File: src/mac_pkg.sv
// Constants and types of the multiply-accumulate datapath.
// Assumes one core clock, a synchronous reset and an APB register port.
// Operation
// - six multiply forms write one accumulator
// - unsigned_dsp_mult makes DSP operands zero-extended, except the signed ED differences
// - unsigned_dsp_mult ignored by integer products
// - byte gives 16-bit, word 32-bit result
// - integer products support all sign pairings
// - DSP multiply fractional or integer, no mixing
// - 40-bit adder sign-extends signed products
// - one accumulator is source and destination
// - add and load operands optionally shifted
// - negate one adder input for subtract, negate
// - overflow flags at status bits 15, 14
// - clipped flags at status bits 13, 12
// - OR flags at status bits 11, 10
// - clearing any_acc_clipped clears both clipped flags
// - overflow flags read-only, updated every pass
// - enabled overflow flag raises arithmetic trap
// - clipped flags sticky until software clears
// - clipped when bit 31 or 39 overflows
// - unsaturated clip is catastrophic, optional trap
// - fractional mode shifts product left one
// - operands widened to 17 bits before multiply
// - 39-bit saturation loads 40-bit limits
// - 31-bit saturation loads 32-bit limits
package mac_pkg;
   localparam int ACC_W = 40;
   localparam int OPD_W = 16;
   localparam int MUL_W = 17;
   localparam int PRD_W = 34;
   localparam int ADR_W = 8;

   // Register byte offsets on the APB port.
   localparam logic [7:0] OFS_STATUS = 8'h00;
   localparam logic [7:0] OFS_CORE = 8'h04;
   localparam logic [7:0] OFS_INTCTL = 8'h08;
   localparam logic [7:0] OFS_ACCUMULATOR_A_L = 8'h0C;
   localparam logic [7:0] OFS_ACCUMULATOR_A_H = 8'h10;
   localparam logic [7:0] OFS_ACCUMULATOR_A_U = 8'h14;
   localparam logic [7:0] OFS_ACCUMULATOR_B_L = 8'h18;
   localparam logic [7:0] OFS_ACCUMULATOR_B_H = 8'h1C;
   localparam logic [7:0] OFS_ACCUMULATOR_B_U = 8'h20;

   // Field positions.
   localparam int ST_OA = 15;
   localparam int ST_OB = 14;
   localparam int ST_SA = 13;
   localparam int ST_SB = 12;
   localparam int ST_OAB = 11;
   localparam int ST_SAB = 10;
   localparam int CC_US = 12;
   localparam int CC_ACC_A_CLIP_ENABLE = 7;
   localparam int CC_ACC_B_CLIP_ENABLE = 6;
   localparam int CC_CLIP_WIDTH_SELECT = 4;
   localparam int CC_IF = 0;
   localparam int IC_ACC_A_OVERFLOW_TRAP_ENABLE = 10;
   localparam int IC_ACC_B_OVERFLOW_TRAP_ENABLE = 9;
   localparam int IC_CATASTROPHIC_TRAP_ENABLE = 8;

   // Values after reset; bit 0 clear selects fractional multiply.
   localparam logic [15:0] CORE_RST = 16'h0000;
   localparam logic [15:0] INTCTL_RST = 16'h0000;
   localparam logic [39:0] ACC_RST = 40'h00_0000_0000;

   // Saturation limits.
   localparam logic [39:0] SAT39_POS = 40'h7F_FFFF_FFFF;
   localparam logic [39:0] SAT39_NEG = 40'h80_0000_0000;
   localparam logic [39:0] SAT31_POS = 40'h00_7FFF_FFFF;
   localparam logic [39:0] SAT31_NEG = 40'hFF_8000_0000;

   typedef enum logic [3:0] {
      MAC_OP_MAC, MAC_OP_MSC, MAC_OP_MPY, MAC_OP_MPYN, MAC_OP_ED,
      MAC_OP_ACCUMULATE_EUCLID_DISTANCE, MAC_OP_ADD, MAC_OP_LAC, MAC_OP_MUL, MAC_OP_NONE
   } mac_op_type;
endpackage : mac_pkg

File: src/mac_mult_if.sv
// Operand and product wires between the datapath and the multiplier.
// Assumes both ends sit in the same clock domain.
`timescale 1ns/1ps
interface mac_mult_if;
   logic signed [16:0] opa;
   logic signed [16:0] opb;
   logic signed [33:0] prod;
   modport user (output opa, output opb, input prod);
   modport unit (input opa, input opb, output prod);
endinterface : mac_mult_if

File: src/mac_unit.sv
// Multiply-accumulate datapath with accumulators, status and trap requests.
// Assumes the decoder presents one operation per op_valid_i cycle and that
// software reaches the control and status registers over APB.
`timescale 1ns/1ps
module mac_unit (
   input wire logic clk_i,
   input wire logic reset_i,
   input wire logic psel_i,
   input wire logic penable_i,
   input wire logic pwrite_i,
   input wire logic [mac_pkg::ADR_W-1:0] paddr_i,
   input wire logic [31:0] pwdata_i,
   output logic [31:0] prdata_o,
   output logic pready_o,
   output logic pslverr_o,
   input wire logic op_valid_i,
   input wire mac_pkg::mac_op_type op_code_i,
   input wire logic acc_sel_i,
   input wire logic [15:0] op_b_i,
   input wire logic [15:0] op_c_i,
   input wire logic [39:0] load_data_i,
   input wire logic signed [5:0] shift_i,
   input wire logic mul_b_signed_i,
   input wire logic mul_c_signed_i,
   input wire logic mul_byte_i,
   output logic [31:0] mul_result_o,
   output logic mul_valid_o,
   output logic [39:0] acc_a_o,
   output logic [39:0] acc_b_o,
   output logic [15:0] cpu_status_o,
   output logic ovf_a_trap_o,
   output logic ovf_b_trap_o,
   output logic catastrophic_trap_o
);
   import mac_pkg::*;

   // ---------------------------------------------------------------
   // Helpers
   // ---------------------------------------------------------------
   function automatic logic signed [16:0] widen(input logic [15:0] v, input logic sgn);
      return {sgn & v[15], v};
   endfunction : widen

   function automatic logic [39:0] shift40(input logic [39:0] v, input logic signed [5:0] s);
      logic [5:0] mag;
      mag = s[5] ? 6'(-s) : 6'(s);
      // Positive counts shift right arithmetically, negative ones left.
      if (s[5]) begin
         return v << mag;
      end
      return 40'($signed(v) >>> mag);
   endfunction : shift40

   // ---------------------------------------------------------------
   // State
   // ---------------------------------------------------------------
   logic [39:0] acc_a;
   logic [39:0] acc_b;
   logic [15:0] core_control;
   logic [15:0] interrupt_control_one;
   logic acc_a_overflow;
   logic acc_b_overflow;
   logic acc_a_clipped;
   logic acc_b_clipped;
   logic any_acc_overflow;
   logic any_acc_clipped;

   // ---------------------------------------------------------------
   // APB decode
   // ---------------------------------------------------------------
   logic apb_access;
   logic apb_hit;
   logic apb_wr;
   logic [15:0] rd_mux;

   assign apb_access = psel_i & penable_i;
   assign pready_o = 1'b1;
   assign apb_wr = apb_access & pwrite_i & apb_hit;
   assign pslverr_o = apb_access & ~apb_hit;

   always_comb begin
      apb_hit = 1'b1;
      rd_mux = 16'h0000;
      unique case (paddr_i)
         OFS_STATUS: rd_mux = cpu_status_o;
         OFS_CORE: rd_mux = core_control;
         OFS_INTCTL: rd_mux = interrupt_control_one;
         OFS_ACCUMULATOR_A_L: rd_mux = acc_a[15:0];
         OFS_ACCUMULATOR_A_H: rd_mux = acc_a[31:16];
         OFS_ACCUMULATOR_A_U: rd_mux = {8'h00, acc_a[39:32]};
         OFS_ACCUMULATOR_B_L: rd_mux = acc_b[15:0];
         OFS_ACCUMULATOR_B_H: rd_mux = acc_b[31:16];
         OFS_ACCUMULATOR_B_U: rd_mux = {8'h00, acc_b[39:32]};
         default: apb_hit = 1'b0;
      endcase
   end

   // Read data is caught in the setup cycle so it leaves a flip-flop.
   always_ff @(posedge clk_i) begin
      if (reset_i) begin
         prdata_o <= 32'h0000_0000;
      end else if (psel_i & ~penable_i) begin
         prdata_o <= {16'h0000, rd_mux};
      end
   end

   always_ff @(posedge clk_i) begin
      if (reset_i) begin
         core_control <= CORE_RST;
         interrupt_control_one <= INTCTL_RST;
      end else if (apb_wr) begin
         if (paddr_i == OFS_CORE) begin
            core_control <= pwdata_i[15:0];
         end
         if (paddr_i == OFS_INTCTL) begin
            interrupt_control_one <= pwdata_i[15:0];
         end
      end
   end

   // ---------------------------------------------------------------
   // Multiplier operands
   // ---------------------------------------------------------------
   mac_mult_if mif ();
   mac_multiplier u_mult (.m(mif));

   logic dsp_signed;
   logic [16:0] ed_diff;
   logic [15:0] mul_b16;
   logic [15:0] mul_c16;

   assign dsp_signed = ~core_control[CC_US];
   assign ed_diff = {op_b_i[15], op_b_i} - {op_c_i[15], op_c_i};
   // Byte operands are extended to a word by the variant's signedness.
   assign mul_b16 = mul_byte_i ? {{8{mul_b_signed_i & op_b_i[7]}}, op_b_i[7:0]} : op_b_i;
   assign mul_c16 = mul_byte_i ? {{8{mul_c_signed_i & op_c_i[7]}}, op_c_i[7:0]} : op_c_i;

   always_comb begin
      unique case (op_code_i)
         MAC_OP_ED, MAC_OP_ACCUMULATE_EUCLID_DISTANCE: begin
            mif.opa = ed_diff;
            mif.opb = ed_diff;
         end
         MAC_OP_MUL: begin
            mif.opa = widen(mul_b16, mul_b_signed_i);
            mif.opb = widen(mul_c16, mul_c_signed_i);
         end
         default: begin
            mif.opa = widen(op_b_i, dsp_signed);
            mif.opb = widen(op_c_i, dsp_signed);
         end
      endcase
   end

   // ---------------------------------------------------------------
   // Integer product result
   // ---------------------------------------------------------------
   always_ff @(posedge clk_i) begin
      if (reset_i) begin
         mul_result_o <= 32'h0000_0000;
         mul_valid_o <= 1'b0;
      end else begin
         mul_valid_o <= op_valid_i & (op_code_i == MAC_OP_MUL);
         if (op_valid_i & (op_code_i == MAC_OP_MUL)) begin
            mul_result_o <= mul_byte_i ? {16'h0000, mif.prod[15:0]} : mif.prod[31:0];
         end
      end
   end

   // ---------------------------------------------------------------
   // 40-bit adder/subtractor and saturation
   // ---------------------------------------------------------------
   logic dsp_go;
   logic [39:0] src;
   logic [39:0] prod40;
   logic [39:0] shifted;
   logic [40:0] base41;
   logic [40:0] add41;
   logic neg;
   logic [40:0] sum41;
   logic ovf39;
   logic ovf31;
   logic sat_en;
   logic wide_sat;
   logic clip_evt;
   logic [39:0] result;
   logic ovf_new;

   assign dsp_go = op_valid_i & (op_code_i != MAC_OP_MUL) & (op_code_i != MAC_OP_NONE);
   assign src = acc_sel_i ? acc_b : acc_a;
   assign shifted = shift40(load_data_i, shift_i);

   always_comb begin
      prod40 = {{6{mif.prod[33]}}, mif.prod};
      if (~core_control[CC_IF]) begin
         prod40 = {prod40[38:0], 1'b0};
      end
   end

   always_comb begin
      base41 = {src[39], src};
      add41 = {prod40[39], prod40};
      neg = 1'b0;
      unique case (op_code_i)
         MAC_OP_MAC, MAC_OP_ACCUMULATE_EUCLID_DISTANCE: neg = 1'b0;
         MAC_OP_MSC: neg = 1'b1;
         MAC_OP_MPY, MAC_OP_ED: base41 = 41'h000_0000_0000;
         MAC_OP_MPYN: begin
            base41 = 41'h000_0000_0000;
            neg = 1'b1;
         end
         MAC_OP_ADD: add41 = {shifted[39], shifted};
         MAC_OP_LAC: begin
            base41 = 41'h000_0000_0000;
            add41 = {shifted[39], shifted};
         end
         MAC_OP_MUL, MAC_OP_NONE: neg = 1'b0;
      endcase
      sum41 = neg ? base41 - add41 : base41 + add41;
   end

   assign ovf39 = sum41[40] ^ sum41[39];
   assign ovf31 = ~((&sum41[40:31]) | ~(|sum41[40:31]));
   assign sat_en = acc_sel_i ? core_control[CC_ACC_B_CLIP_ENABLE] : core_control[CC_ACC_A_CLIP_ENABLE];
   assign wide_sat = core_control[CC_CLIP_WIDTH_SELECT];
   // Without saturation a bit-39 overflow has destroyed the sign.
   assign clip_evt = (sat_en & ~wide_sat) ? ovf31 : ovf39;

   always_comb begin
      result = sum41[39:0];
      if (sat_en & wide_sat & ovf39) begin
         result = sum41[40] ? SAT39_NEG : SAT39_POS;
      end else if (sat_en & ~wide_sat & ovf31) begin
         result = sum41[40] ? SAT31_NEG : SAT31_POS;
      end
   end

   // Guard bits that are not a copy of bit 31 mean the value left Q.31.
   assign ovf_new = ~((&result[39:31]) | ~(|result[39:31]));

   always_ff @(posedge clk_i) begin
      if (reset_i) begin
         acc_a <= ACC_RST;
         acc_b <= ACC_RST;
      end else if (dsp_go) begin
         if (acc_sel_i) begin
            acc_b <= result;
         end else begin
            acc_a <= result;
         end
      end
   end

   // ---------------------------------------------------------------
   // Status flags
   // ---------------------------------------------------------------
   logic st_wr;
   logic clr_sa;
   logic clr_sb;
   logic set_sa;
   logic set_sb;

   assign st_wr = apb_wr & (paddr_i == OFS_STATUS);
   assign clr_sa = st_wr & (~pwdata_i[ST_SA] | ~pwdata_i[ST_SAB]);
   assign clr_sb = st_wr & (~pwdata_i[ST_SB] | ~pwdata_i[ST_SAB]);
   assign set_sa = dsp_go & ~acc_sel_i & clip_evt;
   assign set_sb = dsp_go & acc_sel_i & clip_evt;

   always_ff @(posedge clk_i) begin
      if (reset_i) begin
         acc_a_overflow <= 1'b0;
         acc_b_overflow <= 1'b0;
      end else if (dsp_go) begin
         if (acc_sel_i) begin
            acc_b_overflow <= ovf_new;
         end else begin
            acc_a_overflow <= ovf_new;
         end
      end
   end

   // A clipping event in the clearing cycle keeps the flag set.
   always_ff @(posedge clk_i) begin
      if (reset_i) begin
         acc_a_clipped <= 1'b0;
         acc_b_clipped <= 1'b0;
      end else begin
         acc_a_clipped <= (acc_a_clipped & ~clr_sa) | set_sa;
         acc_b_clipped <= (acc_b_clipped & ~clr_sb) | set_sb;
      end
   end

   assign any_acc_overflow = acc_a_overflow | acc_b_overflow;
   assign any_acc_clipped = acc_a_clipped | acc_b_clipped;
   assign cpu_status_o = {acc_a_overflow, acc_b_overflow, acc_a_clipped, acc_b_clipped,
                          any_acc_overflow, any_acc_clipped, 10'h000};
   assign acc_a_o = acc_a;
   assign acc_b_o = acc_b;

   // ---------------------------------------------------------------
   // Trap requests
   // ---------------------------------------------------------------
   always_ff @(posedge clk_i) begin
      if (reset_i) begin
         ovf_a_trap_o <= 1'b0;
         ovf_b_trap_o <= 1'b0;
         catastrophic_trap_o <= 1'b0;
      end else begin
         ovf_a_trap_o <= dsp_go & ~acc_sel_i & ovf_new & ~acc_a_overflow
                         & interrupt_control_one[IC_ACC_A_OVERFLOW_TRAP_ENABLE];
         ovf_b_trap_o <= dsp_go & acc_sel_i & ovf_new & ~acc_b_overflow
                         & interrupt_control_one[IC_ACC_B_OVERFLOW_TRAP_ENABLE];
         catastrophic_trap_o <= ((set_sa & ~acc_a_clipped) | (set_sb & ~acc_b_clipped))
                                & ~sat_en & interrupt_control_one[IC_CATASTROPHIC_TRAP_ENABLE];
      end
   end
endmodule : mac_unit

File: src/mac_multiplier.sv
// Shared 17-by-17 signed multiplier.
// Assumes operands arrive already widened to 17 bits.
`timescale 1ns/1ps
module mac_multiplier (
   mac_mult_if.unit m
);
   import mac_pkg::*;
   // A 17-bit signed operand covers both signed and unsigned 16-bit values.
   assign m.prod = m.opa * m.opb;
endmodule : mac_multiplier

File: config.mk
export PLATFORM = sky130hd
export DESIGN_NAME = mac_unit
export DESIGN_NICKNAME = d
export VERILOG_FILES = /design/src/mac_pkg.sv /design/src/mac_mult_if.sv /design/src/mac_unit.sv /design/src/mac_multiplier.sv
export SDC_FILE = /design/constraint.sdc
export NUM_CORES = 2
export LEC_CHECK = 0
export ABC_AREA = 1
export BUFFER_PORTS_ARGS = -buffer_cell sky130_fd_sc_hd__buf_4
export CAP_MARGIN = 25
export CORE_MARGIN = 1.5
export CORE_UTILIZATION = 50
export DETAILED_ROUTE_END_ITERATION = 8
export PLACE_DENSITY = 0.74
export SLEW_MARGIN = 10
export SYNTH_ARGS = -nofsm -noshare
export SYNTH_HDL_FRONTEND = slang
export SYNTH_SLANG_ARGS = --single-unit
export TNS_END_PERCENT = 10
File: constraint.sdc
create_clock -name clk_i -period 14.6 [get_ports clk_i]
set_clock_uncertainty 0.15 [all_clocks]
set_input_delay 2.92 -clock clk_i [delete_from_list [all_inputs] [get_ports clk_i]]
set_output_delay 2.92 -clock clk_i [all_outputs]
set_load 0.05 [all_outputs]
==> impl_summary.md <==
Status
The flow ran to the end, but the final reports show violations. The checks that failed: setup timing.

Placement
The total placed instance area is 0.0353 mm^2. After detailed placement, the design holds a cell count of 6,079. The count of port buffers added during placement is 254. The HPWL after detailed placement is 89,400 um. Routability-driven placement finished with a final weighted congestion of 1.05.

Synthesis
By area, the combinational part of the netlist is dominated by simple AND/OR/NAND/NOR gates. The share of synthesized registers carrying an async set or reset is 0%. The count of cell types in the netlist is 58.

The average instance in the mapped netlist occupies 6.22 um^2. The area share of the largest cell type after synthesis is 20.2%. After synthesis the cells add up to 0.0296 mm^2.

The number of standard cells after synthesis is 4,763. Multiplexer cells account for 0% of the synthesized area. The adder-cell share of the synthesized area is 26.3%. The compound-cell area share of the yosys netlist is 13.8%.

The count of flip-flops with a built-in enable after synthesis is 0. The basic-gate share of the synthesized area counting and, or, nand and nor cells is 32.1%. Of all cell types, the one taking the most synthesized area is fa_1. Sequential elements use 11.4% of the synthesized area. The total of warnings raised by yosys is 0. The number of storage elements in the synthesis netlist is 168.

Of the total synthesized cell area, the portion taken by XOR and XNOR cells is 2.54%. The most used flip-flop cell after synthesis is dfxtp_1. By area the synthesized netlist is led by fa_1, nand2_1, dfxtp_1, inv_1, nand3_1.

Run
The number of max-cap violations is 0.

STA
For the finished layout, the period the worst path requires is 14.76 ns. The final max-slew violation count is 0. Of the available clock period, the critical path in the final layout requires 101%.

Once routing completed, OpenROAD measured the worst setup slack at -0.163 ns. The worst max-slew margin expressed relative to the limit is 26.7%. The timing-limited maximum frequency is 67.7 MHz.

The number of hold-slack violations in the final timing report is 0. The setup-violating endpoint count in the final report is 12. Setup repair after global routing could not meet its margin everywhere. The actual slew at the worst max-slew pin is 1.10 ns.

Global route
The number of global-route vias before repair is 31,853. The aggregate global routing overflow is 0. The global-route wire length before repair is 171,000 um.

The initial antenna violation count is 0. The pin count of the biggest net entering global routing is 88. The global-route total usage across every layer is 36.3%.

CTS
After clock tree synthesis, the clock-pin slew on the worst setup and hold paths is 0.07 ns. TritonCTS created 17 clock buffers. TritonCTS built the clock tree. The clock net in this run drives a total of 168 sinks. The clock insertion delay at the later pin of the skew report is 0.50 ns. In this run, post-CTS hold repair placed 0 buffers. Clock tree synthesis selected as its root buffer the cell clkbuf_16. The H-tree was split into 4 levels.

The longest clock path from root to sink contains 2 buffers.

Critical path
Among all stages on the critical path, the largest delay is contributed by fa_1. The required time reported for the critical path endpoint is 14.79 ns. The cell repeated most along the worst path is nand2_2. The endpoint arrival time on the critical path is 14.95 ns. Of all nets on the critical path, the largest fanout is 5. The critical path is of the primary input to register type.

The largest stage delay on the critical path is 0.59 ns. The type of element launching the critical path is a primary input. The kind of capture point of the worst setup path is a register.

Die
The height of the chip is 246 um. 298 I/O pins were placed. The initial core utilization is 50.4%. The placeable core area is 0.0588 mm^2. The initialized floorplan defines 89 standard-cell rows. The horizontal die dimension is 246 um. The die area is 0.0607 mm^2.

Worst hold path
The class of the tightest hold or removal check is register to register.

Routing
After detailed routing, the number of vias per cell comes to 5.56. Detailed routing inserted a total of 34,429 vias. The first-pass iteration count of the detailed router is 8. After detailed routing, the number of remaining DRC violations is 0.

The first routing iteration left 4,161 violations. The final layout contains routed wiring with a total length of 114,000 um. Dividing the detail-routed wire length by the instance count gives 18.5 um. The count of nets left with antenna violations after detail routing is 0.

Layout
With fillers left out, the area of the finished cells amounts to 0.0385 mm^2. The antenna diode instance count is 0. The library cells used most frequently in the layout, excluding fill and tap cells, are nand2_1, buf_4, inv_1. In the final design database the tool counted 5,977 nets.

Fill cells in the final layout number 5,229. The relative area change from synthesis to final layout is 29.9%. Leaving out filler cells and counting taps, the final layout contains 6,188. The library cell used most frequently in the layout, excluding fill and tap cells, is nand2_1. The fraction of layout cells with a size suffix above 1 is 23.5%.
-- cell usage after synthesis, types with 8 or more instances --
master,n
a21oi_1,291
o22ai_1,32
buf_1,12
o41ai_1,10
clkbuf_1,110
buf_2,36
nor2_1,421
nand3_1,385
ha_1,144
o211ai_1,18
fa_1,299
inv_1,760
xnor2_1,32
nand4_1,27
nor3_1,25
a211oi_1,33
a31oi_1,16
nand2_1,1403
xor2_1,54
nor2_2,9
o21ai_1,20
dfxtp_1,168
buf_6,11
o21ai_0,261
and2_1,8
buf_4,53
nand2_2,13
or2_2,9
clkinv_1,15
-- cells by family (layout without fill, tap and decap cells) --
| logic type | after synthesis | after routing |
|---|---|---|
| compound gates | 734 | 734 |
| xor+xnor | 86 | 86 |
| fa+ha+maj | 443 | 443 |
| buf+inv | 1005 | 1631 |
| flops | 168 | 168 |
| other cells | 2 | 27 |
| simple gates | 2325 | 2326 |
-- cell type report --
class	count	area (um^2)	share of cell area, %
well taps	773	967	2.51
inverters	783	2960	7.70
repair buffers	816	6460	16.8
multi-input cells	3616	24100	62.6
clock buffers	18	439	1.14
flip-flops and latches	168	3360	8.74
clock inverters	14	183	0.475
-- worst max-delay path, delay by kind of cell --
kind | cells | cell delay [ns]
simple gates | 42 | 4.17
fa+ha+maj | 9 | 3.91
buf+inv | 20 | 1.95
compound gates | 11 | 1.73
xor+xnor | 1 | 0.19
-- flip-flops by register name (all words and copies together), names as in the netlist --
| name | count |
|---|---|
| acc_b_clipped | 1 |
| acc_a_o | 40 |
| acc_a_overflow | 1 |
| ovf_a_trap_o | 1 |
| catastrophic_trap_o | 1 |
| core_control | 16 |
| prdata_o | 16 |
| ovf_b_trap_o | 1 |
| acc_b_overflow | 1 |
| mul_valid_o | 1 |
| acc_b_o | 40 |
| interrupt_control_one | 16 |
| mul_result_o | 32 |
| acc_a_clipped | 1 |
-- metal layers --
layer	wire, um	track usage (%)
met5	0	0
met4	6250	15.5
met3	11500	7.14
met2	52200	58.5
met1	44400	47.2
-- stage by stage --
step	utilization (%)	hold slack (ns)	worst slack, ns	TNS, ns
3_5_place_dp	60.0	0.306	-1.25	-93.39
3_3_place_gp	60.0	0.302	-1.09	-81.23
2_1_floorplan	-	0.284	0.0866	0
6_report	65.4	0.314	-0.163	-0.670
4_1_cts	62.3	0.318	0.0109	0
5_1_grt	65.4	0.336	-0.648	-30.31
-- final timing paths --
kind | from | end | slack [ns] | cells past startpoint
worst max-delay path | op_b_i[2] | acc_a_overflow | -0.16 | 83
worst min-delay path | interrupt_control_one[11] | interrupt_control_one[11] | 0.31 | 2
worst max register to register | core_control[12] | acc_a_overflow | 4.19 | 60
worst min register to register | interrupt_control_one[11] | interrupt_control_one[11] | 0.31 | 2
-- what timing repair did --
action	in CTS	in global routing
setup endpoints to repair	87	87
pin swaps	57	174
gates cloned	0	6
setup buffers	25	47
resized for setup	121	415
endpoints found under the hold margin	0	0
Power is left out: the tool's default activity adds up to more than one toggle a clock period on the data nets, which glitch-free logic cannot reach.
